<file path="src/core/trr_pkg.sv">
// Package for the translation result reporting block: offsets, fields, encodings
package trr_pkg;
   // Register map
   localparam logic [11:0] TRR_RESULT_OFFSET = 12'h118;
   // Result word field positions
   localparam int TRR_FAULT_BIT = 0;
   localparam int TRR_REASON_LSB = 1;
   localparam int TRR_SH_LSB = 8;
   localparam int TRR_SIZE_BIT = 11;
   localparam int TRR_CODE_LSB = 4;
   localparam int TRR_ADDR_LSB = 12;
   localparam int TRR_ADDR_MSB = 51;
   localparam int TRR_ADDR_W = 40;
   localparam int TRR_V30_HI_LSB = 48;
   localparam int TRR_MEMORY_TYPE_BYTE_LSB = 56;
   localparam int TRR_VEND_LSB = 60;
   localparam int TRR_SIZE_LOG_MIN = 12;
   localparam int TRR_SIZE_LOG_MAX = 52;
   // Reset value of the result word
   localparam logic [63:0] TRR_RESULT_RESET = 64'h0;
   // Shareability encodings
   localparam logic [1:0] TRR_SH_NON = 2'h0;
   localparam logic [1:0] TRR_SH_RSVD = 2'h1;
   localparam logic [1:0] TRR_SH_OUTER = 2'h2;
   localparam logic [1:0] TRR_SH_INNER = 2'h3;
   // Request kind encodings
   localparam logic [1:0] TRR_KIND_RSVD = 2'h0;
   localparam logic [1:0] TRR_KIND_S1 = 2'h1;
   localparam logic [1:0] TRR_KIND_S2 = 2'h2;
   localparam logic [1:0] TRR_KIND_BOTH = 2'h3;
   // Error codes, values arbitrary
   localparam logic [7:0] TRR_CODE_INV_REQ = 8'h01;
   localparam logic [7:0] TRR_CODE_INTERNAL = 8'h02;
   // Stage-2 forced hint bits within the low nibble of an attribute byte
   localparam logic [3:0] TRR_S2_HINT_MASK = 4'h7;
   localparam logic [3:0] TRR_S2_HINT_VAL = 4'h3;

   // Translation walk outcome from the walker
   typedef struct packed {
      logic fault;
      logic [39:0] page;
      logic [5:0] size_log2;
      logic [7:0] s1_memory_type_byte;
      logic [1:0] s1_sh;
      logic [7:0] s2_memory_type_byte;
      logic [1:0] s2_sh;
      logic [7:0] err_code;
      logic [1:0] reason;
      logic [3:0] vendor_bits;
   } trr_walk_s;
endpackage

</file>
<file path="src/core/trr_memory_type_byte_combine.sv">
// Attribute and shareability selection for a completed translation
`timescale 1ns/1ps
module trr_memory_type_byte_combine
   import trr_pkg::*;
(
   input wire logic [1:0] kind,
   input wire logic [7:0] s1_memory_type_byte,
   input wire logic [1:0] s1_sh,
   input wire logic [7:0] s2_memory_type_byte,
   input wire logic [1:0] s2_sh,
   output logic [7:0] memory_type_byte,
   output logic [1:0] sh
);
   // Device memory has a zero upper nibble in the indirection format
   function automatic logic is_device(input logic [7:0] a);
      return a[7:4] == 4'h0;
   endfunction

   // Stage-2 attributes carry forced allocate and transient hints
   wire logic [7:0] s2_forced;
   assign s2_forced = is_device(s2_memory_type_byte) ? s2_memory_type_byte :
                      {s2_memory_type_byte[7:4], (s2_memory_type_byte[3:0] & ~TRR_S2_HINT_MASK) | TRR_S2_HINT_VAL};
   // Combination: device beats normal, weaker cacheability wins nibble-wise
   wire logic [7:0] comb_memory_type_byte;
   assign comb_memory_type_byte = is_device(s2_memory_type_byte) ? s2_memory_type_byte :
                      is_device(s1_memory_type_byte) ? s1_memory_type_byte :
                      {(s1_memory_type_byte[7:4] < s2_memory_type_byte[7:4]) ? s1_memory_type_byte[7:4] : s2_memory_type_byte[7:4],
                       (s1_memory_type_byte[3:0] < s2_memory_type_byte[3:0]) ? s1_memory_type_byte[3:0] : s2_memory_type_byte[3:0]};
   wire logic [1:0] comb_sh;
   assign comb_sh = (s1_sh > s2_sh) ? s1_sh : s2_sh;
   // Table values only; per-stream overrides never reach this path
   wire logic [7:0] sel_memory_type_byte;
   assign sel_memory_type_byte = (kind == TRR_KIND_S2) ? s2_forced :
                     (kind == TRR_KIND_BOTH) ? comb_memory_type_byte : s1_memory_type_byte;
   wire logic [1:0] sel_sh;
   assign sel_sh = (kind == TRR_KIND_S2) ? s2_sh : (kind == TRR_KIND_BOTH) ? comb_sh : s1_sh;
   assign memory_type_byte = sel_memory_type_byte;
   // Device types report outer; reserved encoding is never returned
   assign sh = is_device(sel_memory_type_byte) ? TRR_SH_OUTER :
               (sel_sh == TRR_SH_RSVD) ? TRR_SH_NON : sel_sh;
endmodule // trr_memory_type_byte_combine

</file>
<file path="src/core/trr_result_reg.sv">
// Result register and formatter for software-initiated translation operations
`timescale 1ns/1ps
//////////////////////////////////////////////////////////////////////////////////////////
// Functional notes
// - Bit 0 selects success or fault layout.
// - Success puts attribute byte in bits 63:56.
// - Success returns output page in bits 51:12.
// - Earliest revision zeroes address bits 51:48.
// - Bit 11 low for 4KB, else size-encoded.
// - Large sizes: zero low bits, mark bit N.
// - Shareability in 9:8; device memory reports outer.
// - Attributes from tables only, no stream overrides.
// - Stage-2 only forces allocate hints, clears transient.
// - Stage-1 attributes, or both stages combined.
// - May report cached attributes or sizes.
// - Fault: vendor bits 63:60, 59:52 and 3 zero.
// - Fault returns failing page in bits 51:12.
// - Fault code in 11:4, class in 2:1.
// - Result is unknown while operation runs.
// - Absent capability: reads zero, writes ignored.
// - Reserved request kind gives invalid-request error.
// - Disable mid-run: finish or abort with internal error.
//////////////////////////////////////////////////////////////////////////////////////////
module trr_result_reg
   import trr_pkg::*;
#(
   parameter bit ARCH_REV0 = 1'b0
)
(
   input wire logic mclk,
   input wire logic rstn,
   input wire logic clk_en,
   input wire logic op_capable,
   input wire logic unit_enable,
   input wire logic op_start,
   input wire logic [1:0] op_kind,
   input wire logic walk_done,
   input wire trr_pkg::trr_walk_s walk,
   input wire logic reg_rd,
   input wire logic reg_wr,
   input wire logic [11:0] reg_addr,
   output logic [63:0] reg_rdata,
   output logic reg_rvalid,
   output logic op_running,
   output logic walk_req,
   output logic walk_abort
);
   import trr_pkg::*;

   typedef enum logic [2:0] {
      TRR_IDLE = 3'b001,
      TRR_WALK = 3'b010,
      TRR_DONE = 3'b100
   } trr_state_e;

   //////////////////////////////////////////////////////////////////////////////////////
   // Request capture and state machine
   trr_state_e state_reg;
   trr_state_e state_next;
   logic [1:0] kind_reg;
   logic [63:0] result_reg;
   logic [63:0] result_next;
   logic load_result;
   logic running_reg;
   logic walk_req_reg;
   logic abort_reg;
   logic [63:0] rdata_reg;
   logic rvalid_reg;

   // Start only when capable, enabled and idle
   wire logic start_ok;
   assign start_ok = op_start && op_capable && unit_enable && (state_reg == TRR_IDLE);
   // Reserved kind never walks; it fails immediately
   wire logic kind_bad;
   assign kind_bad = (op_kind == TRR_KIND_RSVD);
   // Disable mid-walk aborts rather than waiting for the walker
   wire logic abort_now;
   assign abort_now = (state_reg == TRR_WALK) && !unit_enable && !walk_done;

   //////////////////////////////////////////////////////////////////////////////////////
   // Success record formatting
   logic [7:0] ok_memory_type_byte;
   logic [1:0] ok_sh;
   trr_memory_type_byte_combine u_combine (
      .kind(kind_reg),
      .s1_memory_type_byte(walk.s1_memory_type_byte),
      .s1_sh(walk.s1_sh),
      .s2_memory_type_byte(walk.s2_memory_type_byte),
      .s2_sh(walk.s2_sh),
      .memory_type_byte(ok_memory_type_byte),
      .sh(ok_sh)
   );

   // Clamp the reported size into the page field range
   wire logic [5:0] size_log;
   assign size_log = (walk.size_log2 < 6'(TRR_SIZE_LOG_MIN)) ? 6'(TRR_SIZE_LOG_MIN) :
                     (walk.size_log2 > 6'(TRR_SIZE_LOG_MAX)) ? 6'(TRR_SIZE_LOG_MAX) :
                     walk.size_log2;
   wire logic big_page;
   assign big_page = size_log > 6'(TRR_SIZE_LOG_MIN);

   // Per-bit mask and marker: bit N of the page field set where 2^(N+1) is the size
   logic [TRR_ADDR_W-1:0] low_mask;
   logic [TRR_ADDR_W-1:0] size_mark;
   genvar gi;
   generate
      for (gi = 0; gi < TRR_ADDR_W; gi++) begin : g_mask
         assign low_mask[gi] = (6'(gi + TRR_ADDR_LSB) < size_log);
         assign size_mark[gi] = big_page && (6'(gi + TRR_ADDR_LSB + 1) == size_log);
      end
   endgenerate

   // Address bits below the size are zeroed before the marker goes in
   wire logic [TRR_ADDR_W-1:0] ok_page;
   assign ok_page = (walk.page & ~low_mask) | size_mark;

   // Earliest revision holds the top four page bits low in both layouts
   function automatic logic [TRR_ADDR_W-1:0] rev_clip(input logic [TRR_ADDR_W-1:0] p);
      logic [TRR_ADDR_W-1:0] q;
      q = p;
      if (ARCH_REV0) begin
         q[TRR_ADDR_W-1:TRR_V30_HI_LSB-TRR_ADDR_LSB] = '0;
      end
      return q;
   endfunction

   wire logic [63:0] ok_word;
   assign ok_word = {ok_memory_type_byte,
                     4'h0,
                     rev_clip(ok_page),
                     big_page,
                     1'b0,
                     ok_sh,
                     7'h00,
                     1'b0};

   //////////////////////////////////////////////////////////////////////////////////////
   // Fault syndrome formatting
   function automatic logic [63:0] fault_word(input logic [3:0] vb, input logic [39:0] pg,
                                              input logic [7:0] code, input logic [1:0] rsn);
      return {vb, 8'h00, rev_clip(pg), code, 1'b0, rsn, 1'b1};
   endfunction

   wire logic [63:0] walk_fault_word;
   assign walk_fault_word = fault_word(walk.vendor_bits, walk.page, walk.err_code,
                                       walk.reason);
   wire logic [63:0] inv_word;
   assign inv_word = fault_word(4'h0, '0, TRR_CODE_INV_REQ, 2'h0);
   wire logic [63:0] abort_word;
   assign abort_word = fault_word(4'h0, '0, TRR_CODE_INTERNAL, 2'h0);

   //////////////////////////////////////////////////////////////////////////////////////
   // Next state and result selection
   always_comb begin
      state_next = state_reg;
      result_next = result_reg;
      load_result = 1'b0;
      unique case (state_reg)
         TRR_IDLE: begin
            if (start_ok && kind_bad) begin
               result_next = inv_word;
               load_result = 1'b1;
               state_next = TRR_DONE;
            end else if (start_ok) begin
               state_next = TRR_WALK;
            end
         end
         TRR_WALK: begin
            if (walk_done) begin
               result_next = walk.fault ? walk_fault_word : ok_word;
               load_result = 1'b1;
               state_next = TRR_DONE;
            end else if (abort_now) begin
               result_next = abort_word;
               load_result = 1'b1;
               state_next = TRR_DONE;
            end
         end
         TRR_DONE: begin
            state_next = TRR_IDLE;
         end
         default: begin
            state_next = TRR_IDLE;
         end
      endcase
   end

   // Controller state
   always_ff @(posedge mclk) begin
      if (!rstn) begin
         state_reg <= TRR_IDLE;
         kind_reg <= TRR_KIND_RSVD;
      end else if (clk_en) begin
         state_reg <= state_next;
         if (start_ok) begin
            kind_reg <= op_kind; // request latched; later changes cannot leak in
         end
      end
   end

   // Result word; written in the cycle before the run flag drops
   always_ff @(posedge mclk) begin
      if (!rstn) begin
         result_reg <= TRR_RESULT_RESET;
      end else if (clk_en && load_result) begin
         result_reg <= result_next;
      end
   end

   // Run flag clears one cycle after the result lands
   always_ff @(posedge mclk) begin
      if (!rstn) begin
         running_reg <= 1'b0;
         walk_req_reg <= 1'b0;
         abort_reg <= 1'b0;
      end else if (clk_en) begin
         running_reg <= (state_next != TRR_IDLE);
         walk_req_reg <= (state_next == TRR_WALK);
         abort_reg <= abort_now;
      end
   end

   //////////////////////////////////////////////////////////////////////////////////////
   // Register read port; writes to this read-only word are dropped
   wire logic hit;
   assign hit = (reg_addr == TRR_RESULT_OFFSET) && op_capable;
   // Running reads return zero, one legal choice of the unknown value
   wire logic [63:0] rd_value;
   assign rd_value = (hit && !running_reg) ? result_reg : 64'h0;

   always_ff @(posedge mclk) begin
      if (!rstn) begin
         rdata_reg <= 64'h0;
         rvalid_reg <= 1'b0;
      end else if (clk_en) begin
         rvalid_reg <= reg_rd;
         if (reg_rd) begin
            rdata_reg <= rd_value;
         end
      end
   end

   assign reg_rdata = rdata_reg;
   assign reg_rvalid = rvalid_reg;
   assign op_running = running_reg;
   assign walk_req = walk_req_reg;
   assign walk_abort = abort_reg;

   // Write strobe has no effect: result word is read-only
   wire logic unused_wr;
   assign unused_wr = reg_wr;
endmodule // trr_result_reg

</file>
<file path="config.mk">
export PLATFORM = sky130hd
export DESIGN_NAME = trr_result_reg
export DESIGN_NICKNAME = d
export VERILOG_FILES = /design/src/core/trr_pkg.sv /design/src/core/trr_memory_type_byte_combine.sv /design/src/core/trr_result_reg.sv
export SDC_FILE = /design/constraint.sdc
export NUM_CORES = 1
export LEC_CHECK = 0
export ABC_AREA = 0
export BUFFER_PORTS_ARGS = -buffer_cell sky130_fd_sc_hd__clkbuf_2
export CAP_MARGIN = 10
export CORE_MARGIN = 2
export CORE_UTILIZATION = 56
export DETAILED_ROUTE_END_ITERATION = 16
export PLACE_DENSITY = 0.85
export SLEW_MARGIN = 20
export SYNTH_ARGS = -nofsm -noshare
export SYNTH_HDL_FRONTEND = slang
export SYNTH_SLANG_ARGS = --single-unit
</file>
<file path="constraint.sdc">
create_clock -name mclk -period 4.3 [get_ports mclk]
set_input_delay 0.43 -clock mclk [delete_from_list [all_inputs] [get_ports mclk]]
set_output_delay 0.43 -clock mclk [all_outputs]
set_load 0.02 [all_outputs]
</file>
Yosys cells after proc, flatten, opt, wreduce, memory -nomap -nowiden:

Index checks and enable logic that the tools add are counted.

* equality and inequality tests: 50
* multiplexer cells: 29
* reduce and logical (&&, ||, !) cells: 60
* bitwise logic cells: 3
* order comparisons: 46

Operator list (count)
* 64-bit two-way mux: 5
* 64-bit case mux with 2 select lines: 1
* 6-bit equality test, first input constant: 21
* 6-bit less-than comparator, first input constant: 20
* 5-bit by 6-bit equality test with 1-bit output, first input constant: 16
* 5-bit by 6-bit less-than comparator with 1-bit output, first input constant: 16
* 1-bit logical AND: 49
* 40-bit AND: 1
* 40-bit NOT: 1
* 40-bit OR: 1
* 8-bit two-way mux: 4
* 4-bit by 6-bit less-than comparator with 1-bit output, first input constant: 4
* 4-bit by 6-bit equality test with 1-bit output, first input constant: 3
* 3-bit two-way mux: 5
* 12-bit by 9-bit equality test with 1-bit output, second input constant: 1
* 4-bit zero test: 3
* 6-bit two-way mux: 2
* 2-bit two-way mux: 5
* 4-bit less-than comparator: 2
* 4-bit two-way mux: 2
* 3-bit by 2-bit equality test with 1-bit output, second input constant: 2
* 6-bit by 4-bit > comparator with 1-bit output, second input constant: 1
* 6-bit > comparator, second input constant: 1
* 6-bit by 4-bit less-than comparator with 1-bit output, second input constant: 1
* other kinds (15): 21

* flip-flop bits (word level): 137
* output and inout port bits: 68

Logic depth before layout (Yosys ltp):

Gate-level depths: netlist (run 1).

* depth in word-level cells: 11
* mapped depth: 9

Modules after synthesis:

A second synthesis (run 1) with hierarchy kept.

* cell total of the unflattened synthesis: 734
* area total of the unflattened synthesis: 6044.5 um^2

Modules (own cells, without submodules)
* trr_result_reg: cells each 649, area each 5445.2 um^2, instances 1
* trr_memory_type_byte_combine: cells each 85, area each 599.3 um^2, instances 1

Least setup slack after synthesis (run 1):

OpenSTA, ideal clock, no wires.

* path kind: in2reg
* start point: input walk[23] (netlist bit)
* end point: register result_reg[8]
* required time: 4.178 ns
* stages on the path: 8
* slack: 2.405 ns
* arrival time: 1.773 ns
* setup time: 0.122 ns
* path through: inv_1 > ha_1 > o211ai_1 > o2111ai_1 > nand2_1 > o311a_1 > nor3_1 > o41ai_1

* cells in the longest elaborated chain, start to end: 11

Ends and longest elaborated chain
* from (decl): line trr_result_reg.sv:38 `input wire trr_pkg::trr_walk_s walk,`
* 4-bit less-than comparator: line trr_memory_type_byte_combine.sv:27 `{(s1_memory_type_byte[7:4] < s2_memory_type_byte[7:4]) ? s1_memory_type_byte[7:4] : s2_memory_type_byte[7:4],`
* 4-bit two-way mux: line trr_memory_type_byte_combine.sv:27
* 8-bit two-way mux: line trr_memory_type_byte_combine.sv:26 `is_device(s1_memory_type_byte) ? s1_memory_type_byte :`
* 8-bit two-way mux: line trr_memory_type_byte_combine.sv:25 `assign comb_memory_type_byte = is_device(s2_memory_type_byte) ? s2_memory_type_byte :`
* 8-bit two-way mux: line trr_memory_type_byte_combine.sv:34 `(kind == TRR_KIND_BOTH) ? comb_memory_type_byte : s1_memory_type_byte;`
* 8-bit two-way mux *: line trr_memory_type_byte_combine.sv:33 `assign sel_memory_type_byte = (kind == TRR_KIND_S2) ? s2_forced :`
* 4-bit zero test *: line trr_memory_type_byte_combine.sv:16 `return a[7:4] == 4'h0;`
* 2-bit two-way mux *: line trr_memory_type_byte_combine.sv:39 `assign sh = is_device(sel_memory_type_byte) ? TRR_SH_OUTER :`
* 64-bit two-way mux *: line trr_result_reg.sv:170 `result_next = walk.fault ? walk_fault_word : ok_word;`
* 64-bit two-way mux *: line trr_result_reg.sv:169 `if (walk_done) begin`
* 64-bit case mux with 2 select lines *: line trr_result_reg.sv:158 `unique case (state_reg)`
* to (signal assigned): line trr_result_reg.sv:206 `result_reg <= result_next;`
* to (decl): line trr_result_reg.sv:61 `logic [63:0] result_reg;`

Every way passes the cells marked *; elsewhere a longest branch is shown, timed or not.
A chain may end at the register's enable or synchronous reset.

Worst setup path in the final report (run 1):

* start point: register state_reg[2]
* end point: register result_reg[57]

* cells in the longest elaborated chain, start to end: 8

Ends and longest elaborated chain
* from (decl): line trr_result_reg.sv:58 `trr_state_e state_reg;`
* from (signal assigned): line trr_result_reg.sv:194 `state_reg <= state_next;`
* 3-bit by 2-bit equality test with 1-bit output: line trr_result_reg.sv:78, trr_result_reg.sv:158
* 1-bit logical AND (2 in series): line trr_result_reg.sv:78 `assign abort_now = (state_reg == TRR_WALK) && !unit_enable && !walk_done;`
* 1-bit two-way mux: line trr_result_reg.sv:173 `end else if (abort_now) begin`
* 1-bit two-way mux: line trr_result_reg.sv:169
* 1-bit case mux with 2 select lines: line trr_result_reg.sv:158
* 1-bit logical AND: line trr_result_reg.sv:205 `end else if (clk_en && load_result) begin`
* 4-bit AND reduction (no line)

Parallel ways exist; a longest one is shown, timed or not.

==> metrics.sh, run 1 <==
DETAILEDPLACEMENTHPWL_UM=12700
SYNTH.LIB_CELLS_USED.DISTINCT=70
NUMPORTBUFFERS=165
CELL_CHAIN_OF_THE_CRITICAL_PATH='and2b_1, nand4_1, nor2_1, o21ai_0, nor2_1, a22o_1'
GRT_PASS1_WL_UM=28600
CRITICAL-PATH-MAX-STAGE-DELAY_NS=0.72
SYNTHCELLS=722
TRITONCTS.NUM_BUFFERS=17
P_LEAK_nW=3.07
POST_CTS_RESIZE_COUNT=0
CTS_HOLD_REPAIR.BUFFERS=0
GLOBALROUTETOTALUTIL=0.315
GRT_MAX_DEGREE=93
DETAIL_ROUTE.WL_PER_CELL_UM=17.9
DRC=0
POST-ROUTE-PERIOD-UTIL=0.598
WORSTHOLDPATHTYPE='input pin to flop'
CP_SLOWEST_CELL='sky130_fd_sc_hd__nor2_1'
CTS_NUM_SINKS=127
SETUP_TNS_AFTER_FINAL_LAYOUT_NS=0
SYN-CELL-AREA_UM2=5990
TOP_FLIP_FLOP_CELL_BY_INSTANCE_COUNT_AFTER_SYNTHESIS='sky130_fd_sc_hd__dfxtp_1'
DRIVE_GT1_FRAC=0.255
INITIAL_CORE_UTIL=0.577
WORST_EP_REQUIRED_TIME_NS=4.77
AREA_GROWTH_SYN_TO_LAYOUT_PCT=22.1
SYNTH-SEQ-CELLS=127
CLOCK.FMAX_MHz=389
FINALHOLDVIOLATIONS=0
CAP_VIOL_MAX_COUNT=0
FP-ROW-COUNT=37
HTREE_LEVELS=4
SYNTH-EDFF-COUNT=0
DRT-TOTAL-WL_UM=17900
CRITPATHLAUNCHTYPE='flop'
FIN_WORST_HOLD_SLACK_NS=0.143
POST-ROUTE-MIN-PERIOD_NS=2.57
DR.FIRST_ITER.DRC_COUNT=528
FLOORPLAN.DIE_AREA_UM2=11500
LAYOUT.CORE_UTILIZATION=0.705
VIAS=6037
N_ANTENNA_CELL=0
IO_PINS=172
WORST_PATH_MOST_REPEATED_CELL='sky130_fd_sc_hd__nor2_1'
PATH_CLK_SLEW_NS=0.06
CP_DATA_ARRIVAL_TIME_NS=3.04
CTS_POST_SETUP_BUFFERS_INSERTED=0
MAX-VDD-IR-DROP_uV=227
CTS.ROOT.BUFFER_CELL='sky130_fd_sc_hd__clkbuf_8'
FINAL-MAX-SLEW-VIOLATION-COUNT=0
DETAIL-ROUTE-ANTENNA-NETS=0
ROUTABILITYCONGESTION=0.994
DRT-PASS1-ITER-COUNT=5
CRITICAL_PATH.ENDPOINT_TYPE='flop'
SLEW_HEADROOM=0.388
ASYNCSETRESETFLOPFRACSYNTH=0
ANTENNA_FOUND_INITIAL=0
DIE-HEIGHT_UM=107
SYNTH_AREA_PER_CELL_UM2=8.29
GRT_SETUP_UNREPAIRED='false'
GRT_PASS1_VIAS=5691
PATH_MAX_FANOUT=17
LAYOUT.CELLS.MOST_COMMON='sky130_fd_sc_hd__clkbuf_2'
REPORT.FINAL.SETUP_VIOL=0
NETS=968
FINAL_CELL_MIX='sky130_fd_sc_hd__clkbuf_2, sky130_fd_sc_hd__dfxtp_1, sky130_fd_sc_hd__nor2_1'
SYNTH_SEQUENTIAL_AREA_RATIO=0.425
MAX_SLEW.WORST_PIN.SLEW_NS=0.919
FIN_WORST_SKEW_NS=0.00597
DIE_WIDTH_UM=107
CORE_AREA_UM2=10400
CTS_TREE='built'
SYNTHESIS.YOSYS.WARNINGS=0
CLK_LATENCY_NS=0.52
CTSLONGESTPATHBUFFERS=2
POWER.DENSITY_CELL_AREA_nW_PER_UM2=381
STATUS='finished, final reports clean'
VIA_TO_CELL_RATIO=6.02
TIMING_WORST_SETUP_PATH_TYPE='flop to flop'
OVERFLOW_AFTER_GRT=0
==> layer usage <==
layer / global-route usage / share of wire / vias to the layer above
li1: - / - / 2881
met1: 0.425 / 0.44 / 2830
met2: 0.496 / 0.46 / 282
met3: 0.0569 / 0.071 / 44
met4: 0.132 / 0.028 / 0
met5: 0 / 0 / -
==> metrics by stage <==
step / instance area, um2 / setup WS, ns / instances / power, mW
3_3_place_gp: 6740 / 1.65 / 971 / 1.44
5_1_grt: 7310 / 1.64 / 1003 / 2.86
3_5_place_dp: 6740 / 1.61 / 971 / 1.45
6_report: 7310 / 1.73 / 1003 / 2.78
4_1_cts: 7290 / 1.85 / 1003 / 2.78
2_1_floorplan: 6000 / 2.40 / 726 / 1.36
==> worst max-delay path: cells and delay by family, from the launching register on <==
kind | cells | cell delay, ns
and+or+nand+nor | 4 | 1.83
DFF | 1 | 0.35
AOI/OAI and AO/OA | 2 | 0.33
==> kinds of logic (layout without fill, tap and decap cells) <==
family          Yosys count  count (layout)  share of synthesized area
simple gates            274             274                      0.220
compound gates          224             224                      0.259
flops                   127             127                      0.425
buf+inv                  77             218                     0.0598
fa+ha+maj                10              10                     0.0209
mux                       9               9                     0.0150
other cells               1               5                   0.000626
==> path summary, 6_finish.rpt <==
path,startpoint,to,slack [ns],cells after the start
setup reg to reg,state_reg[2],result_reg[57],1.73,6
hold reg to reg,result_reg[34],result_reg[34],0.44,2
hold / removal,walk[68],result_reg[40],0.14,3
setup / recovery,state_reg[2],result_reg[57],1.73,6
==> cell usage after synthesis, types with 9 or more instances <==
library cell               number  area [um2]
sky130_fd_sc_hd__o21ai_0       43         215
sky130_fd_sc_hd__ha_1          10         125
sky130_fd_sc_hd__a22oi_1       72         541
sky130_fd_sc_hd__clkbuf_1      36         135
sky130_fd_sc_hd__a32oi_1       14         123
sky130_fd_sc_hd__mux2i_1        9        90.1
sky130_fd_sc_hd__nand2_1       76         285
sky130_fd_sc_hd__inv_1         17        63.8
sky130_fd_sc_hd__nor2_1       108         405
sky130_fd_sc_hd__dfxtp_1      127        2540
sky130_fd_sc_hd__a21oi_1       33         165
sky130_fd_sc_hd__buf_2         13        65.1
sky130_fd_sc_hd__nor3_1        10        50.1
sky130_fd_sc_hd__nand3_1       11        55.1
==> cell type report <==
cell class / instances / area, um2
multi-input cells: 522 / 3120
clock inverters: 11 / 116
well taps: 136 / 170
clock buffers: 21 / 439
repair buffers: 169 / 856
flip-flops and latches: 127 / 2540
fillers: 842 / 3060
inverters: 17 / 63.8
==> power by group <==
group / leakage (nW) / internal (mW) / total (mW) / switching, mW
Sequential: 1.02 / 1.18 / 1.19 / 0.00514
Clock: 0.267 / 0.834 / 1.35 / 0.519
Combinational: 1.78 / 0.0841 / 0.241 / 0.157
Note: power is estimated with default switching activity, not from simulation.
==> inputs of run 2 (changes only) <==
- ABC_AREA: 0 -> 1
- CORE_UTILIZATION: 56 -> 48
- PLACE_DENSITY: 0.85 -> 0.77
- clock period: 4.3 -> 2.3 ns (I/O delays scaled with it)
==> run 2 against run 1 <==
Against the previous run: total power is 95% higher; fmax is 25% higher; clock power is 99% higher; hold slack worse by 0.089 ns; register-to-register slack worse by 1.5 ns; via count is 11% higher; flip-flop and latch count stayed put; sequential share of layout area is 2.6 points lower; largest cell class unchanged.
==> metrics.sh, run 2 <==
PATH_CLK_SLEW_NS=0.06  # about the same
FLOORPLAN.DIE_AREA_UM2=14000  # +21%
TIMING.HOLD.WORST_PATH_DEPTH=3  # unchanged
N_ANTENNA_CELL=0  # unchanged
AREA_FRACTION_IN_COMPOUND_GATES_AFTER_SYNTHESIS=0.192  # -0.0665
SYNTH-SIMPLE-AREA-SHARE=0.298  # +0.0778
FINAL_CELL_MIX='sky130_fd_sc_hd__nand2_1, sky130_fd_sc_hd__clkbuf_2, sky130_fd_sc_hd__a21oi_1'
ANTENNA_FOUND_INITIAL=0  # unchanged
AREA_GROWTH_SYN_TO_LAYOUT_PCT=25.9
SYNTHTOPCELLSBYCOUNT='sky130_fd_sc_hd__nand2_1, sky130_fd_sc_hd__a21oi_1, sky130_fd_sc_hd__dfxtp_1'
VIA_TO_CELL_RATIO=5.30  # -12%
DETAIL-ROUTE-ANTENNA-NETS=0  # unchanged
MIN_DELAY_WORST_ENDPOINT='result_reg[10]'
DESIGN_POWER_TOTAL_mW=5.43  # +95%
SYNTH.LIB_CELLS_USED.DISTINCT=44  # -37%
SYNTH_AREA_PER_CELL_UM2=6.80  # -18%
R2R.WORST_PATH.CELLS=11  # +5
FINALHOLDVIOLATIONS=0  # unchanged
DRIVE_GT1_FRAC=0.223  # -0.0320
FIN_WORST_SKEW_NS=0.00798  # +0.00201 ns
CTS_POST_SETUP_BUFFERS_INSERTED=0  # unchanged
OVERFLOW_AFTER_GRT=0  # unchanged
DRC=0  # unchanged
CTS_NUM_SINKS=127  # unchanged
DETAILEDPLACEMENTHPWL_UM=13300  # +4.8%
SYNTH.TOP_CELL.AREA_SHARE=0.406  # -0.0190
CP_DATA_ARRIVAL_TIME_NS=2.41  # -0.63 ns
CRITICAL_PATH.ENDPOINT_TYPE='flop'
GRT_MAX_DEGREE=114  # +23%
CLOCK.FMAX_MHz=486  # +25%
REG2REG_SLACK_NS=0.24  # -1.49 ns
HTREE_LEVELS=4  # unchanged
POST_CTS_RESIZE_COUNT=0  # unchanged
DRT-TOTAL-WL_UM=18500  # +3.1%
REPORT.FINAL.SETUP_VIOL=0  # unchanged
SETUP_TNS_AFTER_FINAL_LAYOUT_NS=0  # unchanged
GRT_PASS1_WL_UM=29700  # +3.7%
CTSLONGESTPATHBUFFERS=2  # unchanged
R2R_START='state_reg[1]'
GRT_PASS1_VIAS=6079  # +6.8%
HOLD_PATH.STARTPOINT='walk[12]'
NUMPORTBUFFERS=165  # unchanged
STATUS='finished, final reports clean'
SYNTH-SEQ-CELLS=127  # unchanged
RR_ENDPOINT='result_reg[48]'
MAX-VDD-IR-DROP_uV=633  # +180%
MAX_SLEW.WORST_PIN.SLEW_NS=0.860  # -0.0588 ns
INITIAL_CORE_UTIL=0.495  # -0.0827
GLOBALROUTETOTALUTIL=0.264  # -0.0511
IO_PINS=172  # unchanged
CRITPATHLAUNCHTYPE='flop'
POST-ROUTE-MIN-PERIOD_NS=2.06  # -0.514 ns
ROUTABILITYCONGESTION=0.983  # -1.1%
CAP_VIOL_MAX_COUNT=0  # unchanged
SYN-CELL-AREA_UM2=6270  # +4.7%
DIE_WIDTH_UM=118  # +10%
POWER.DENSITY_CELL_AREA_nW_PER_UM2=689  # +81%
POST_SYNTH_XOR_AREA_FRACTION=0  # unchanged
ASYNCSETRESETFLOPFRACSYNTH=0  # unchanged
DETAIL_ROUTE.WL_PER_CELL_UM=14.7  # -18%
FP-ROW-COUNT=41  # +11%
SYNTHCELLS=921  # +28%
CORE_AREA_UM2=12700  # +22%
DRT-PASS1-ITER-COUNT=5  # unchanged
MAIN_COMBINATIONAL_CELL_FAMILY_BY_AREA_AFTER_SYNTHESIS='simple AND/OR/NAND/NOR gates'
CTS_TREE='built'
FINAL-MAX-SLEW-VIOLATION-COUNT=0  # unchanged
TIMING.CRITICAL_PATH.FROM='state_reg[1]'
TIMING_WORST_SETUP_PATH_TYPE='flop to flop'
TOP_FLIP_FLOP_CELL_BY_INSTANCE_COUNT_AFTER_SYNTHESIS='sky130_fd_sc_hd__dfxtp_1'
WORST_EP_REQUIRED_TIME_NS=2.65  # -2.12 ns
DIE-HEIGHT_UM=118  # +10%
SLEW_HEADROOM=0.427  # +0.0392
NETS=1193  # +23%
SYNTH.AREA.TOP_CELLS='sky130_fd_sc_hd__dfxtp_1, sky130_fd_sc_hd__nand2_1, sky130_fd_sc_hd__a21oi_1'
LAYOUT.CELLS.MOST_COMMON='sky130_fd_sc_hd__nand2_1'
SYNTH_ADDER_AREA_SHARE=0.0200  # -0.000935
POST-SYNTH-TOP-COUNT-CELL='sky130_fd_sc_hd__nand2_1'
TRITONCTS.NUM_BUFFERS=17  # unchanged
VIAS=6691  # +11%
DR.FIRST_ITER.DRC_COUNT=478  # -9.5%
GRT_SETUP_UNREPAIRED='false'
SYNTH.LARGEST_AREA_CELL='sky130_fd_sc_hd__dfxtp_1'
SYNTH_SEQUENTIAL_AREA_RATIO=0.406  # -0.0190
PATH_MAX_FANOUT=25  # +8
SYNTHMUXAREASHARE=0  # -0.0150
POST-ROUTE-PERIOD-UTIL=0.895  # +0.297
SYNTH-EDFF-COUNT=0  # unchanged
CTS_HOLD_REPAIR.BUFFERS=0  # unchanged
WORSTHOLDPATHTYPE='input pin to flop'
CLK_LATENCY_NS=0.43  # -0.09 ns
SYNTHESIS.YOSYS.WARNINGS=0  # unchanged
CTS.ROOT.BUFFER_CELL='sky130_fd_sc_hd__clkbuf_16'
P_LEAK_nW=3.49  # +13%
## run 2: changes by cell type after synthesis, moves of 7 or more
cell,before,now
sky130_fd_sc_hd__a21oi_1,33,130
sky130_fd_sc_hd__nand2b_1,8,0
sky130_fd_sc_hd__buf_2,13,5
sky130_fd_sc_hd__and3_1,7,0
sky130_fd_sc_hd__inv_1,17,62
sky130_fd_sc_hd__a32oi_1,14,1
sky130_fd_sc_hd__nand2_1,76,273
sky130_fd_sc_hd__nor2b_1,8,0
sky130_fd_sc_hd__a22oi_1,72,0
sky130_fd_sc_hd__nand3_1,11,94
sky130_fd_sc_hd__inv_2,0,8
sky130_fd_sc_hd__nor2_1,108,39
sky130_fd_sc_hd__mux2i_1,9,0
## run 2: cell families after synthesis
| group | Yosys count |
|---|---|
| AOI/OAI and AO/OA | 221 |
| adders and majority gates | 10 |
| buffers and inverters | 128 |
| DFF | 127 |
| other | 1 |
| and+or+nand+nor | 434 |
## run 2: power breakdown
part           internal, mW  switching [mW]
Combinational         0.178           0.351
Sequential             2.21         0.00593
Clock                  1.77           0.921
## run 2: final cells by class
type,count,area (um2)
fill,1225,4780
multi-input combinational,670,3230
sequential,127,2540
timing repair buffer,189,1030
clock buffer,23,478
inverter,74,282
tap,172,215
clock inverter,7,110
## run 2: how the worst max path moves through the flow
stage | slack (ns) | cells after the start | end
after floorplan | 0.64 | 10 | result_reg[24]
after CTS | 0.14 | 9 | result_reg[48]
after global routing | 0.02 | 11 | result_reg[48]
after detailed placement | 0.18 | 9 | result_reg[48]
final | 0.24 | 11 | result_reg[48]
after global placement | 0.25 | 9 | result_reg[48]
## run 2: critical path, cell delays in order (launching register included)
cell,delay (ns)
sky130_fd_sc_hd__dfxtp_1,0.29
sky130_fd_sc_hd__inv_1,0.12
sky130_fd_sc_hd__nand3_1,0.10
sky130_fd_sc_hd__nor2_2,0.15
sky130_fd_sc_hd__nand2_1,0.13
sky130_fd_sc_hd__a21oi_4,0.26
sky130_fd_sc_hd__inv_4,0.17
sky130_fd_sc_hd__nor2_8,0.12
sky130_fd_sc_hd__buf_4,0.24
sky130_fd_sc_hd__o21ai_0,0.11
sky130_fd_sc_hd__a21o_1,0.17
sky130_fd_sc_hd__a21oi_1,0.12
## run 2: layer usage
| metal | vias up | share of wire | GRT usage |
|---|---|---|---|
| met2 | 227 | 0.45 | 0.402 |
| met5 | - | 0 | 0 |
| met1 | 3061 | 0.45 | 0.352 |
| met3 | 38 | 0.072 | 0.0623 |
| met4 | 0 | 0.026 | 0.122 |
| li1 | 3365 | - | - |
## run 2: metrics by stage
stage / util / hold slack, ns / setup slack, ns / instances / instance area (um2)
2_1_floorplan: - / 0.368 / 0.636 / 925 / 6280
3_3_place_gp: 0.575 / 0.452 / 0.251 / 1230 / 7280
3_5_place_dp: 0.575 / 0.455 / 0.178 / 1230 / 7280
4_1_cts: 0.621 / 0.0497 / 0.139 / 1260 / 7870
5_1_grt: 0.622 / 0.0584 / 0.0219 / 1262 / 7890
6_report: 0.622 / 0.0540 / 0.241 / 1262 / 7890
==> inputs of run 3 (changes only) <==
- CORE_UTILIZATION: 48 -> 57
- PLACE_DENSITY: 0.77 -> 0.86
- clock period: 2.3 -> 2.58 ns (I/O delays scaled with it)
==> run 3 against run 2 <==
Against the previous run: combinational power fell by 12%; global-route usage grew 5.8 points; hold slack got worse by 0.039 ns; sequential power shrank 11%; highest routed layer unchanged.
==> metrics.sh, run 3 (synthesized netlist as in run 2, its figures left out) <==
STATUS='finished, final reports clean'
OVERFLOW_AFTER_GRT=0  # unchanged
NUMPORTBUFFERS=165  # unchanged
MAX_SLEW.WORST_PIN.SLEW_NS=0.707  # -0.153 ns
DETAIL_ROUTE.WL_PER_CELL_UM=15.1  # +3.2%
CP_DATA_ARRIVAL_TIME_NS=2.55  # +0.14 ns
HTREE_LEVELS=4  # unchanged
DIE-HEIGHT_UM=109  # -8.0%
REPORT.FINAL.SETUP_VIOL=0  # unchanged
NETS=1187  # -0.50%
DRC=0  # unchanged
CRITICAL_PATH.ENDPOINT_TYPE='flop'
CTS_TREE='built'
WORST_EP_REQUIRED_TIME_NS=3.04  # +0.39 ns
FP-ROW-COUNT=38  # -7.3%
TRITONCTS.NUM_BUFFERS=17  # unchanged
POST_CTS_RESIZE_COUNT=0  # unchanged
DRIVE_GT1_FRAC=0.220  # -0.00286
PRE_CTS_WS_NS=0.428  # +0.250 ns
R2R.WORST_PATH.CELLS=9  # -2
VIA_TO_CELL_RATIO=5.54  # +4.6%
CRITPATHLAUNCHTYPE='flop'
PATH_CLK_SLEW_NS=0.06  # about the same
TIMING_WORST_SETUP_PATH_TYPE='flop to flop'
POST-ROUTE-MIN-PERIOD_NS=2.09  # +0.0275 ns
GRT_PASS1_VIAS=6297  # +3.6%
POWER.DENSITY_CELL_AREA_nW_PER_UM2=593  # -14%
CTS_HOLD_REPAIR.BUFFERS=2  # +2
SETUP_TNS_AFTER_FINAL_LAYOUT_NS=0  # unchanged
CTSLONGESTPATHBUFFERS=2  # unchanged
FINAL-MAX-SLEW-VIOLATION-COUNT=0  # unchanged
TIMING.HOLD.WORST_PATH_DEPTH=3  # unchanged
FLOORPLAN.DIE_AREA_UM2=11800  # -15%
FIN_WORST_HOLD_SLACK_NS=0.0153  # -0.0387 ns
DIE_WIDTH_UM=109  # -8.0%
WORSTHOLDPATHTYPE='input pin to flop'
FINAL-INSTANCE-COUNT-EXCL-FILL=1226  # -2.9%
FINAL_CRITICAL_PATH_SETUP_SLACK_NS=0.493  # +0.253 ns
INITIAL_CORE_UTIL=0.581  # +0.0861
CAP_VIOL_MAX_COUNT=0  # unchanged
POST-ROUTE-PERIOD-UTIL=0.809  # -0.0865
CTS_POST_SETUP_BUFFERS_INSERTED=0  # unchanged
CLK_LATENCY_NS=0.53  # +0.10 ns
VIAS=6797  # +1.6%
DETAIL-ROUTE-ANTENNA-NETS=0  # unchanged
SLEW_HEADROOM=0.525  # +0.0981
CLOCK.FMAX_MHz=479  # -1.3%
FINALHOLDVIOLATIONS=0  # unchanged
DR.FIRST_ITER.DRC_COUNT=598  # +25%
ANTENNA_FOUND_INITIAL=0  # unchanged
DRT-PASS1-ITER-COUNT=6  # +1
CTS.ROOT.BUFFER_CELL='sky130_fd_sc_hd__clkbuf_8'
ROUTABILITYCONGESTION=1.02  # +3.5%
N_FILL_CELL=934  # -24%
GLOBALROUTETOTALUTIL=0.322  # +0.0583
IO_PINS=172  # unchanged
P_LEAK_nW=3.41  # -2.3%
AREA_GROWTH_SYN_TO_LAYOUT_PCT=23.5
CORE_AREA_UM2=10800  # -15%
PATH_MAX_FANOUT=25  # unchanged
GRT_MAX_DEGREE=62  # -46%
LAYOUT.CELLS.MOST_COMMON='sky130_fd_sc_hd__nand2_1'
GRT_SETUP_UNREPAIRED='false'
DRT-TOTAL-WL_UM=18500  # +0.28%
N_ANTENNA_CELL=0  # unchanged
MAX-VDD-IR-DROP_uV=637  # +0.68%
DETAILEDPLACEMENTHPWL_UM=13000  # -2.3%
CTS_NUM_SINKS=127  # unchanged
GRT_PASS1_WL_UM=29800  # +0.19%
CELL_COUNT_POST_PLACEMENT=1191  # -3.2%
FIN_WORST_SKEW_NS=0.00777  # -0.000212 ns
DESIGN_POWER_TOTAL_mW=4.59  # -15%
FINAL_CELL_MIX='sky130_fd_sc_hd__nand2_1, sky130_fd_sc_hd__clkbuf_2, sky130_fd_sc_hd__a21oi_1'
run 3: through the flow:
stage	area, um2	utilization
floorplan	6280	-
global route	7740	0.717
detailed placement	7180	0.665
CTS	7730	0.716
finish	7740	0.717
global placement	7180	0.665
run 3: path summary, 6_finish.rpt:
| kind | from | endpoint | slack, ns |
|---|---|---|---|
| max | state_reg[2] | result_reg[50] | 0.49 |
| min reg2reg | reg_rdata[58] | reg_rdata[58] | 0.46 |
| max reg2reg | state_reg[2] | result_reg[50] | 0.49 |
| min | walk[8] | result_reg[6] | 0.02 |
run 3: per-layer routing:
| layer | part of all wire | track usage | vias to the layer above |
|---|---|---|---|
| met1 | 0.43 | 0.411 | 3093 |
| li1 | - | - | 3358 |
| met5 | 0 | 0 | - |
| met4 | 0.022 | 0.114 | 0 |
| met3 | 0.087 | 0.0915 | 41 |
| met2 | 0.46 | 0.522 | 305 |
run 3: cell type report:
class                           instances  area (um2)  share of cell area
Clock inverter                         14         109              0.0141
Timing Repair Buffer                  183         981               0.127
Inverter                               74         282              0.0364
Tap cell                              140         175              0.0226
Multi-Input combinational cell        670        3230               0.417
Sequential cell                       127        2540               0.328
Clock buffer                           18         428              0.0553
run 3: power by group:
group | switching, mW | internal [mW]
Clock | 0.939 | 1.22
Combinational | 0.310 | 0.153
Sequential | 0.00520 | 1.97
run 3: critical path, cell delays in order, from the launching register on:
cell                      delay [ns]
sky130_fd_sc_hd__dfxtp_1        0.33
sky130_fd_sc_hd__nor3_4         0.30
sky130_fd_sc_hd__inv_2          0.10
sky130_fd_sc_hd__nor2_4         0.20
sky130_fd_sc_hd__inv_2          0.11
sky130_fd_sc_hd__nor2_8         0.33
sky130_fd_sc_hd__inv_1          0.18
sky130_fd_sc_hd__a31oi_1        0.23
sky130_fd_sc_hd__o21ai_1        0.11
sky130_fd_sc_hd__a21oi_1        0.12
